$ cat src/sdl_pkg.sv
// Package with widths and constants shared by both ends of the serial word link
package sdl_pkg;
  // ---------------------------------------------------------------
  // Word layout
  // ---------------------------------------------------------------
  localparam int WORD_W = 16;
  localparam int SEG_MSB_W = 4;
  localparam int SEG_CNT = 15;
  localparam int LADDER_W = 12;
  localparam int CNT_W = 5;
  localparam logic [15:0] LATCH_RST = 16'h0000;
  localparam logic [15:0] INREG_RST = 16'h0000;
  // ---------------------------------------------------------------
  // Master timing, in ns and in cycles of the master clock
  // ---------------------------------------------------------------
  localparam int CLK_PERIOD_NS = 20;
  localparam int SCLK_HALF_NS = 20;
  localparam int SCLK_HALF_CYC = (SCLK_HALF_NS + CLK_PERIOD_NS - 1) / CLK_PERIOD_NS;
  localparam int CS_GAP_NS = 30;
  localparam int CS_GAP_CYC = (CS_GAP_NS + CLK_PERIOD_NS - 1) / CLK_PERIOD_NS;
  localparam int LOAD_DLY_NS = 30;
  localparam int LOAD_DLY_CYC = (LOAD_DLY_NS + CLK_PERIOD_NS - 1) / CLK_PERIOD_NS;
  localparam int LOAD_W_NS = 30;
  localparam int LOAD_W_CYC = (LOAD_W_NS + CLK_PERIOD_NS - 1) / CLK_PERIOD_NS;
  localparam int TMR_W = 4;
  // ---------------------------------------------------------------
  // Master states
  // ---------------------------------------------------------------
  typedef enum logic [2:0] {
    SDL_IDLE = 3'h0,
    SDL_LEAD = 3'h1,
    SDL_LOW = 3'h3,
    SDL_HIGH = 3'h2,
    SDL_LAG = 3'h6,
    SDL_LDLY = 3'h7,
    SDL_LPULSE = 3'h5
  } sdl_state_t;
endpackage

$ cat src/sdl_link_if.sv
// Interface carrying the three-wire link and the load strobe
`timescale 1ns/10ps
`default_nettype none
interface sdl_link_if;
  logic cs_n;
  logic sclk;
  logic sdi;
  logic latch_load_strobe_n;
  modport master (output cs_n, output sclk, output sdi, output latch_load_strobe_n);
  modport device (input cs_n, input sclk, input sdi, input latch_load_strobe_n);
endinterface
`default_nettype wire

$ cat src/sdl_master.sv
// Master end: sends one 16-bit word per request and pulses the load strobe
`timescale 1ns/10ps
`default_nettype none
module sdl_master #(
  parameter int WORD_W = sdl_pkg::WORD_W
) (
  // Clock and reset
  input wire logic clock,
  input wire logic resetn,
  // Word request
  input wire logic req_valid,
  input wire logic [15:0] req_word,
  input wire logic req_use_strobe,
  output logic req_ready,
  output logic done,
  // Link
  sdl_link_if.master link
);
  sdl_pkg::sdl_state_t state_q;
  logic [15:0] sh_q;
  logic [sdl_pkg::CNT_W-1:0] bit_q;
  logic [sdl_pkg::TMR_W-1:0] tmr_q;
  logic strobe_q;
  logic cs_q, sclk_q, sdi_q, ldn_q, rdy_q, done_q;

  // ---------------------------------------------------------------
  // Frame sequencer
  // ---------------------------------------------------------------
  // Data changes only while sclk is low, so the device samples stable bits.
  always_ff @(posedge clock or negedge resetn) begin
    if (!resetn) begin
      state_q <= sdl_pkg::SDL_IDLE;
      sh_q <= 16'h0000;
      bit_q <= 5'h00;
      tmr_q <= 4'h0;
      strobe_q <= 1'b0;
      cs_q <= 1'b1;
      sclk_q <= 1'b0;
      sdi_q <= 1'b0;
      ldn_q <= 1'b1;
      rdy_q <= 1'b0;
      done_q <= 1'b0;
    end else begin
      done_q <= 1'b0;
      case (state_q)
        sdl_pkg::SDL_IDLE: begin
          rdy_q <= 1'b1;
          if (req_valid && rdy_q) begin
            rdy_q <= 1'b0;
            sh_q <= {req_word[14:0], 1'b0};
            sdi_q <= req_word[15];
            strobe_q <= req_use_strobe;
            cs_q <= 1'b0;
            bit_q <= 5'h00;
            tmr_q <= 4'(sdl_pkg::SCLK_HALF_CYC - 1);
            state_q <= sdl_pkg::SDL_LOW;
          end
        end
        sdl_pkg::SDL_LOW: begin
          if (tmr_q == 4'h0) begin
            sclk_q <= 1'b1;
            tmr_q <= 4'(sdl_pkg::SCLK_HALF_CYC - 1);
            bit_q <= bit_q + 5'h01;
            state_q <= sdl_pkg::SDL_HIGH;
          end else begin
            tmr_q <= tmr_q - 4'h1;
          end
        end
        sdl_pkg::SDL_HIGH: begin
          if (tmr_q == 4'h0) begin
            sclk_q <= 1'b0;
            tmr_q <= 4'(sdl_pkg::SCLK_HALF_CYC - 1);
            if (bit_q == 5'(WORD_W)) begin
              state_q <= sdl_pkg::SDL_LAG;
            end else begin
              sdi_q <= sh_q[15];
              sh_q <= {sh_q[14:0], 1'b0};
              state_q <= sdl_pkg::SDL_LOW;
            end
          end else begin
            tmr_q <= tmr_q - 4'h1;
          end
        end
        sdl_pkg::SDL_LAG: begin
          if (tmr_q == 4'h0) begin
            cs_q <= 1'b1;
            // Without a strobe the frame goes straight to the select-high gap
            if (strobe_q) begin
              tmr_q <= 4'(sdl_pkg::LOAD_DLY_CYC - 1);
            end else begin
              tmr_q <= 4'(sdl_pkg::CS_GAP_CYC - 1);
            end
            state_q <= strobe_q ? sdl_pkg::SDL_LDLY : sdl_pkg::SDL_LEAD;
          end else begin
            tmr_q <= tmr_q - 4'h1;
          end
        end
        sdl_pkg::SDL_LDLY: begin
          if (tmr_q == 4'h0) begin
            ldn_q <= 1'b0;
            tmr_q <= 4'(sdl_pkg::LOAD_W_CYC - 1);
            state_q <= sdl_pkg::SDL_LPULSE;
          end else begin
            tmr_q <= tmr_q - 4'h1;
          end
        end
        sdl_pkg::SDL_LPULSE: begin
          if (tmr_q == 4'h0) begin
            ldn_q <= 1'b1;
            tmr_q <= 4'(sdl_pkg::CS_GAP_CYC - 1);
            state_q <= sdl_pkg::SDL_LEAD;
          end else begin
            tmr_q <= tmr_q - 4'h1;
          end
        end
        sdl_pkg::SDL_LEAD: begin
          // Guarantees the minimum select-high gap before the next frame
          if (tmr_q == 4'h0) begin
            done_q <= 1'b1;
            state_q <= sdl_pkg::SDL_IDLE;
          end else begin
            tmr_q <= tmr_q - 4'h1;
          end
        end
        default: begin
          state_q <= sdl_pkg::SDL_IDLE;
        end
      endcase
    end
  end

  assign link.cs_n = cs_q;
  assign link.sclk = sclk_q;
  assign link.sdi = sdi_q;
  assign link.latch_load_strobe_n = ldn_q;
  assign req_ready = rdy_q;
  assign done = done_q;
endmodule
`default_nettype wire

$ cat src/flat_wrapper.sv
// flat-port wrapper written by rule: the top's interface ports become plain ports
module sdl_master_flat 
#(
  parameter int WORD_W = sdl_pkg::WORD_W
)
  (clock, resetn, req_valid, req_word, req_use_strobe, req_ready, done, link_cs_n, link_sclk, link_sdi, link_latch_load_strobe_n);
  sdl_link_if link_i ();
  input wire logic clock;
  input wire logic resetn;
  input wire logic req_valid;
  input wire logic [15:0] req_word;
  input wire logic req_use_strobe;
  output logic req_ready;
  output logic done;
  output wire logic [$bits(link_i.cs_n)-1:0] link_cs_n;
  output wire logic [$bits(link_i.sclk)-1:0] link_sclk;
  output wire logic [$bits(link_i.sdi)-1:0] link_sdi;
  output wire logic [$bits(link_i.latch_load_strobe_n)-1:0] link_latch_load_strobe_n;
  assign link_cs_n = link_i.cs_n;
  assign link_sclk = link_i.sclk;
  assign link_sdi = link_i.sdi;
  assign link_latch_load_strobe_n = link_i.latch_load_strobe_n;
  sdl_master #(.WORD_W(WORD_W)) u_core (.clock(clock), .resetn(resetn), .req_valid(req_valid), .req_word(req_word), .req_use_strobe(req_use_strobe), .req_ready(req_ready), .done(done), .link(link_i));
endmodule
$ cat config.mk
export PLATFORM = sky130hd
export DESIGN_NAME = sdl_master_flat
export DESIGN_NICKNAME = d
export VERILOG_FILES = /design/src/sdl_pkg.sv /design/src/sdl_link_if.sv /design/src/sdl_master.sv /design/src/flat_wrapper.sv
export SDC_FILE = /design/constraint.sdc
export NUM_CORES = 1
export LEC_CHECK = 0
export BUFFER_PORTS_ARGS = -buffer_cell sky130_fd_sc_hd__buf_2
export CORE_MARGIN = 8
export CORE_UTILIZATION = 60
export DETAILED_ROUTE_END_ITERATION = 7
export PLACE_DENSITY_LB_ADDON = 0.2
export SYNTH_ARGS = -nofsm -noshare
export SYNTH_HDL_FRONTEND = slang
export SYNTH_SLANG_ARGS = --single-unit
export TNS_END_PERCENT = 100
$ cat constraint.sdc
create_clock -name clock -period 4.5 [get_ports clock]
set_clock_uncertainty 0.05 [all_clocks]
set_input_delay 0.45 -clock clock [delete_from_list [all_inputs] [get_ports clock]]
set_output_delay 0.45 -clock clock [all_outputs]
set_load 0.005 [all_outputs]
==> results of run 1 <==
per-stage QoR:
| step | setup WS [ns] | total power [mW] | instances | instance area [um^2] | hold WS (ns) |
|---|---|---|---|---|---|
| 2_1_floorplan | 2.46 | 0.317 | 174 | 1790 | 0.104 |
| 3_3_place_gp | 1.82 | 0.331 | 223 | 1930 | 0.443 |
| 3_5_place_dp | 1.68 | 0.332 | 223 | 1930 | 0.450 |
| 4_1_cts | 1.64 | 0.544 | 231 | 2010 | 0.126 |
| 5_1_grt | 1.44 | 0.552 | 231 | 2010 | 0.169 |
| 6_report | 1.66 | 0.535 | 231 | 2010 | 0.105 |
cell families (layout without fill, tap and decap cells):
kind of cell	Yosys count	count (layout)	share of synthesized area
AND/OR/NAND/NOR	56	56	0.179
AO/OA/AOI/OAI	41	41	0.153
flip-flops	34	34	0.476
multiplexers	18	18	0.103
buffers and inverters	18	42	0.0475
adder cells (fa/ha/maj)	4	4	0.0279
XOR/XNOR	3	3	0.0147
critical path, cell delays in order, from the launching register on:
cell and delay, ns:
dfrtp_1 0.45, inv_1 0.11, ha_1 0.20, or3b_1 0.47
nor3b_4 0.61, or2_1 0.66, a21oi_1 0.13
state kept, by name, indices dropped and copies added (netlist names):
name                             flops
u_core.bit_q                         5
u_core.done                          1
u_core.link.cs_n                     1
u_core.link.latch_load_strobe_n      1
u_core.link.sclk                     1
u_core.link.sdi                      1
u_core.req_ready                     1
u_core.sh_q                         15
u_core.state_q                       3
u_core.strobe_q                      1
u_core.tmr_q                         4
metal layers:
layer / up-vias / part of all wire
met2: 33 / 0.47
met1: 656 / 0.47
met5: - / 0
met3: 8 / 0.040
met4: 0 / 0.024
li1: 670 / -
final timing paths:
| kind | from | endpoint | slack (ns) | cells after the start |
|---|---|---|---|---|
| worst max-delay path | u_core.tmr_q[0] | u_core.sh_q[7] | 1.66 | 6 |
| worst min-delay path | resetn | u_core.tmr_q[2] | 0.10 | 1 |
| worst max register to register | u_core.tmr_q[0] | u_core.sh_q[7] | 1.66 | 6 |
| worst min register to register | u_core.tmr_q[1] | u_core.tmr_q[1] | 0.47 | 2 |
| max in group asynchronous | resetn | u_core.bit_q[2] | 3.82 | 1 |
| min in group clock | req_word[0] | u_core.sh_q[1] | 0.29 | 3 |
power by group:
group,internal (mW),total (mW),switching [mW]
clock network,0.107,0.210,0.103
registers,0.305,0.305,0
logic,0.00819,0.0200,0.0118
total,0.420,0.535,0.115
area by class of cell:
type / count / share of cell area
Tap cell: 33 / 0.0206
Multi-Input combinational cell: 122 / 0.432
Inverter: 7 / 0.0131
Clock buffer: 8 / 0.0393
Timing Repair Buffer: 27 / 0.0698
Sequential cell: 34 / 0.425
cell usage in the layout (no fill, tap or decap), drive strengths merged, types with 2 or more instances in the layout:
master,n
dfrtp,32
buf,27
nor3,18
a21oi,18
mux2i,15
o21ai,14
nand2,9
nor2,9
clkbuf,8
inv,7
ha,4
nand3,3
mux2,3
nor4,3
nor3b,3
nand3b,2
o31ai,2
xnor2,2
dfstp,2
==> impl_metrics.csv, run 1 <==
group,metric,value,unit
yosys,synthesized_net_count,198,
clock_tree,post-cts-setup-buffers,0,
routing,dr.first_iter.drc_count,82,
floorplan,core_area,2950,um^2
global_route,first_global_vias,1429,
floorplan,floorplan.initialDensity,0.607,
yosys,synthMostInstantiatedCell,"dfrtp_1",
sta,finalSetupTns,0,ns
critical_path,crit_path_start_kind,"flop",
global_route,grt_pass1_wl,6470,um
critical_path,criticalPathCategory,"reg2reg",
routing,drc_errors,0,
critical_path,timing.critical_path.to_type,"flop",
pwr,p_leak,0.894,nW
finish,final-seq-area,853,um^2
clock_tree,cts_hold_repair.buffers,0,
yosys,yosysWarnings,0,
clock_tree,cts_sinks,34,
yosys,async_reset_ff_frac,1.00,
routing,totalWireLength,3570,um
finish,area.growth.synth_to_final,12.0,%
yosys,synth.cell_area,1790,um^2
routing,drt_pass_1_iters,4,
yosys,synth_cell_type_count,42,
sta,fin_crit,2.84,ns
sta,maxSlewHeadroom,0.507,
sta,unrepaired_setup_endpoints_after_global_routing,"no",
floorplan,placement_rows,20,
finish,nNetsFinal,221,
finish,post_route_cells_drive_above_1_share,0.273,
routing,post_drt_via_cell_ratio,5.92,
clock_tree,tritoncts.num_buffers,5,
routing,detailroute.via_count,1367,
routing,avgRoutedWirePerCell,15.5,um
yosys,syn_area_per_cell,10.3,um^2
global_route,grt.overflow.total,0,
sta,timing.final.crit_share,0.630,
pwr,ir_worst_vdd,0.216,mV
hold_path,hold_wc_path_type,"in2async",
routing,detail-route-antenna-nets,0,
critical_path,worstPathMaxFanout,17,
global_route,grt.met1_usage,0.206,
critical_path,timing.critical_path.arrival,2.99,ns
finish,final_core_utilization,0.680,
clock_tree,post_cts_resize_count,0,
place,post-dp-hpwl,2510,um
clock_tree,clkLatencyLatePin,0.34,ns
sta,timing.final.hold_violations,0,
floorplan,die_h,70.7,um
place,globalplace.congestion,0.814,
global_route,grt_max_degree,35,
sta,timing_max_transition_violations_final,0,
flow_run,drv_cap,0,
sta,timing_worst_slew_pin_value,0.740,ns
place,buffer_ports.inserted,25,
yosys,synth_top_area_cell,"dfrtp_1",
yosys,post_synth_most_frequent_cells,"dfrtp_1, nor3_1, mux2i_1",
global_route,globalRouteTotalUtil,0.161,
floorplan,die_width,70.7,um
pwr,power-per-cell-area,266,nW/um^2
yosys,postSynthRegisterBits,34,
yosys,postSynthCellCount,174,
global_route,grt_antenna_before_repair,0,
global_route,met3_demand_to_capacity_share_in_global_routing,0.0410,
clock_tree,clock_tree_from_tritoncts,"yes",
clock_tree,clk_pin_slew,0.10,ns
clock_tree,cts_htree_levels,2,
critical_path,critPathRequiredTime,4.66,ns
floorplan,die-area,4990,um^2
yosys,postSynth.topFlopCell,"dfrtp_1",
sta,clock.fmax,0.353,GHz
outcome,result_of_the_run,"finished, final reports clean",
global_route,gr-usage-met2,0.234,
global_route,global_route.peak_usage_layer,"met2",
finish,layout.filler_cells,249,
yosys,synth.yosys.seq_area_share,0.476,
clock_tree,clock_tree.buffer_depth,2,
floorplan,num_io_pins,26,
yosys,synth_enable_flop_cells,0,
finish,total_inserted_antenna_cells,0,
yosys,synth.area.top_cells,"dfrtp_1, mux2i_1, nor3_1",
yosys,post-synth-top-area-fraction,0.447,
clock_tree,clk_root_buffer_cell,"clkbuf_4",
sta,setup_violating_endpoint_count_in_the_final_report,0,
finish,multiInputGateArea,868,um^2
No activity file was read; power rests on OpenSTA's default activity.
==> run 2, diff against run 1 <==
- ABC_AREA: not set -> 1
- CORE_UTILIZATION: 60 -> 51
- clock period: 4.5 -> 2.4 ns (I/O delays scaled with it)
==> run 2 against run 1 <==
  * Die area increased by 20%
  * Global-route usage decreased by 1.9 points
  * Cell area increased by 6.7%
  * Final cell count increased by 43%
  * Synthesized cell count increased by 46%
  * Critical endpoint unchanged
  * Non-clock buffer count unchanged
  * Register-to-register slack got worse by 0.98 ns
  * Synthesized area increased by 7.0%
  * Critical path depth increased by 2
  * Combinational power increased to 69 times the previous value
  * First-iteration DRC count increased by 51%
==> impl_metrics.csv, run 2 <==
group,metric,value,unit
sta,unrepaired_setup_endpoints_after_global_routing,"no",
yosys,synth_enable_flop_cells,0,
floorplan,num_io_pins,26,
pwr,ir_worst_vdd,0.627,mV
routing,post_drt_via_cell_ratio,4.95,
clock_tree,cts_htree_levels,2,
yosys,synthMostInstantiatedCell,"nand2_1",
clock_tree,tritoncts.num_buffers,5,
yosys,synthesized_net_count,278,
global_route,grt_pass1_wl,7030,um
place,place_area,2040,um^2
clock_tree,post_cts_resize_count,0,
yosys,post-synth-top-area-fraction,0.417,
floorplan,core_area,3630,um^2
yosys,synth.yosys.seq_area_share,0.445,
floorplan,die_h,77.3,um
finish,area.growth.synth_to_final,11.6,%
finish,finish.instance_area,2140,um^2
sta,fin_crit,1.72,ns
critical_path,worst_path_cell_chain,"inv_2 > nand2_2 > nor2_8 > o21ai_2 > nand2_4 > nand2_8 > nand2_1 > nand2_1",
critical_path,criticalPathCategory,"reg2reg",
outcome,result_of_the_run,"finished, final reports clean",
global_route,grt.overflow.total,0,
sta,maxSlewHeadroom,0.507,
finish,final_core_utilization,0.590,
sta,timing_max_transition_violations_final,0,
yosys,post_synth_most_frequent_cells,"nand2_1, dfrtp_1, nand3_1, nor2_1, inv_1",
routing,avgRoutedWirePerCell,11.7,um
yosys,syn_area_per_cell,7.56,um^2
yosys,postSynth.topFlopCell,"dfrtp_1",
place,place_inst,321,
sta,clock.fmax,0.583,GHz
hold_path,hold_wc_path_type,"in2reg",
clock_tree,clock_tree_from_tritoncts,"yes",
clock_tree,clkLatencyLatePin,0.28,ns
global_route,globalRouteTotalUtil,0.141,
yosys,synth_cell_type_count,30,
clock_tree,clk_pin_slew,0.06,ns
critical_path,timing.critical_path.arrival,1.84,ns
critical_path,worst_path_max_delay_cell,"dfrtp_1",
routing,drc_errors,0,
place,post-dp-hpwl,2760,um
finish,most-common-layout-cells,"nand2_1, dfrtp_1, buf_2",
clock_tree,clk_root_buffer_cell,"clkbuf_8",
clock_tree,post-cts-setup-buffers,0,
floorplan,die_width,77.3,um
sta,timing.final.hold_violations,0,
sta,finalSetupTns,0,ns
finish,regMostFlops,"u_core.sh_q",
routing,dr.first_iter.drc_count,124,
sta,timing.final.crit_share,0.715,
flow_run,drv_cap,0,
yosys,synth.cell_area,1920,um^2
global_route,first_global_vias,1594,
pwr,p_leak,1.18,nW
clock_tree,cts_sinks,34,
critical_path,crit_path_max_incr_delay,0.49,ns
yosys,synth.area.top_cells,"dfrtp_1, nand2_1, nand3_1",
critical_path,crit_path_start_kind,"flop",
critical_path,worstPathMaxFanout,18,
yosys,yosysWarnings,0,
finish,largest_register_ffs,15,
floorplan,floorplan.initialDensity,0.528,
critical_path,crit_path_frequent_cell,"nand2_1",
global_route,grt_antenna_before_repair,0,
routing,detailroute.via_count,1634,
finish,total_inserted_antenna_cells,0,
finish,largest_registers,"u_core.sh_q: 15 flops, u_core.bit_q: 5 flops, u_core.tmr_q: 4 flops",
clock_tree,clock_tree.buffer_depth,2,
place,buffer_ports.inserted,25,
sta,timing_worst_slew_pin_value,0.739,ns
finish,layout.filler_cells,360,
critical_path,critPathRequiredTime,2.52,ns
yosys,async_reset_ff_frac,1.00,
routing,detail-route-antenna-nets,0,
yosys,postSynthRegisterBits,34,
pwr,power-per-cell-area,1300,nW/um^2
finish,post_route_cells_drive_above_1_share,0.188,
sta,hold-worst-slack,0.103,ns
finish,mostFrequentLayoutCell,"nand2_1",
place,globalplace.congestion,0.772,
global_route,grt_max_degree,35,
critical_path,worst-path-buf-inv,1,
clock_tree,cts_hold_repair.buffers,1,
floorplan,die-area,5980,um^2
finish,final-instance-count-excl-fill,330,
routing,totalWireLength,3850,um
critical_path,crit_family,"simple AND/OR/NAND/NOR gates",
critical_path,timing.critical_path.to_type,"flop",
routing,drt_pass_1_iters,5,
finish,nNetsFinal,305,
sta,setup_violating_endpoint_count_in_the_final_report,0,
floorplan,placement_rows,22,
yosys,postSynthCellCount,254,
yosys,synth_top_area_cell,"dfrtp_1",
run 2: changes by cell type in the layout (fill, tap and decap cells not counted), sizes merged, moves of 2 or more:
cell	change
nor3b	-2
mux2i	-15
o31ai	-2
a21oi	-15
nand2	+109
nand3	+19
inv	+10
o21ai	-2
nor3	-14
mux2	-3
nor4	-3
xnor2	-2
nor2	+15
run 2: layer usage:
metal | vias up | wire length (um) | track usage
li1 | 852 | - | -
met4 | 0 | 76 | 0.0755
met2 | 30 | 1780 | 0.227
met1 | 746 | 1810 | 0.171
met5 | - | 0 | 0
met3 | 6 | 181 | 0.0357
run 2: worst paths after layout:
path                       slack [ns]               from  cells after the start                to
max                              0.68  u_core.state_q[2]                      8    u_core.sh_q[7]
min                              0.10     req_use_strobe                      3   u_core.strobe_q
max reg2reg                      0.68  u_core.state_q[2]                      8    u_core.sh_q[7]
min reg2reg                      0.43    u_core.sh_q[14]                      2   u_core.sh_q[14]
max in group asynchronous        1.32             resetn                      2  u_core.link.sclk
min in group asynchronous        0.51             resetn                      2  u_core.req_ready
run 2: per-stage QoR:
step | total power, mW | setup WS [ns]
after global placement | 2.36 | 0.692
after floorplan | 2.19 | 0.882
after detailed placement | 2.38 | 0.678
final | 2.79 | 0.684
after CTS | 2.83 | 0.668
after global routing | 3.10 | 0.532
run 2: area by class of cell:
type	count	area, um^2	area share
timing repair buffer	27	143	0.0666
multi-input combinational	196	928	0.433
clock inverter	1	5.00	0.00234
clock buffer	7	86.3	0.0403
tap	48	60.1	0.0280
sequential	34	853	0.398
inverter	17	66.3	0.0310
run 2: tightest hold or removal path: stages:
cell and delay [ns]:
buf_2 0.07, nand2_1 0.04, nand2_1 0.05
run 2: logic make-up (layout without fill, tap and decap cells):
kind of cell	after synthesis	in the layout	share of synthesized area
flops	34	34	0.445
simple gates	172	172	0.396
fa+ha+maj	4	4	0.0261
xor+xnor	2	2	0.00913
compound gates	18	18	0.0528
buf+inv	24	52	0.0717
run 2: report_power, final:
| group | total (mW) | switching, mW | internal, mW | leakage, nW |
|---|---|---|---|---|
| sequential | 0.966 | 0.162 | 0.804 | 0.427 |
| clock | 0.427 | 0.196 | 0.231 | 0.0482 |
| combinational | 1.39 | 0.925 | 0.469 | 0.708 |
| total | 2.79 | 1.28 | 1.50 | 1.18 |
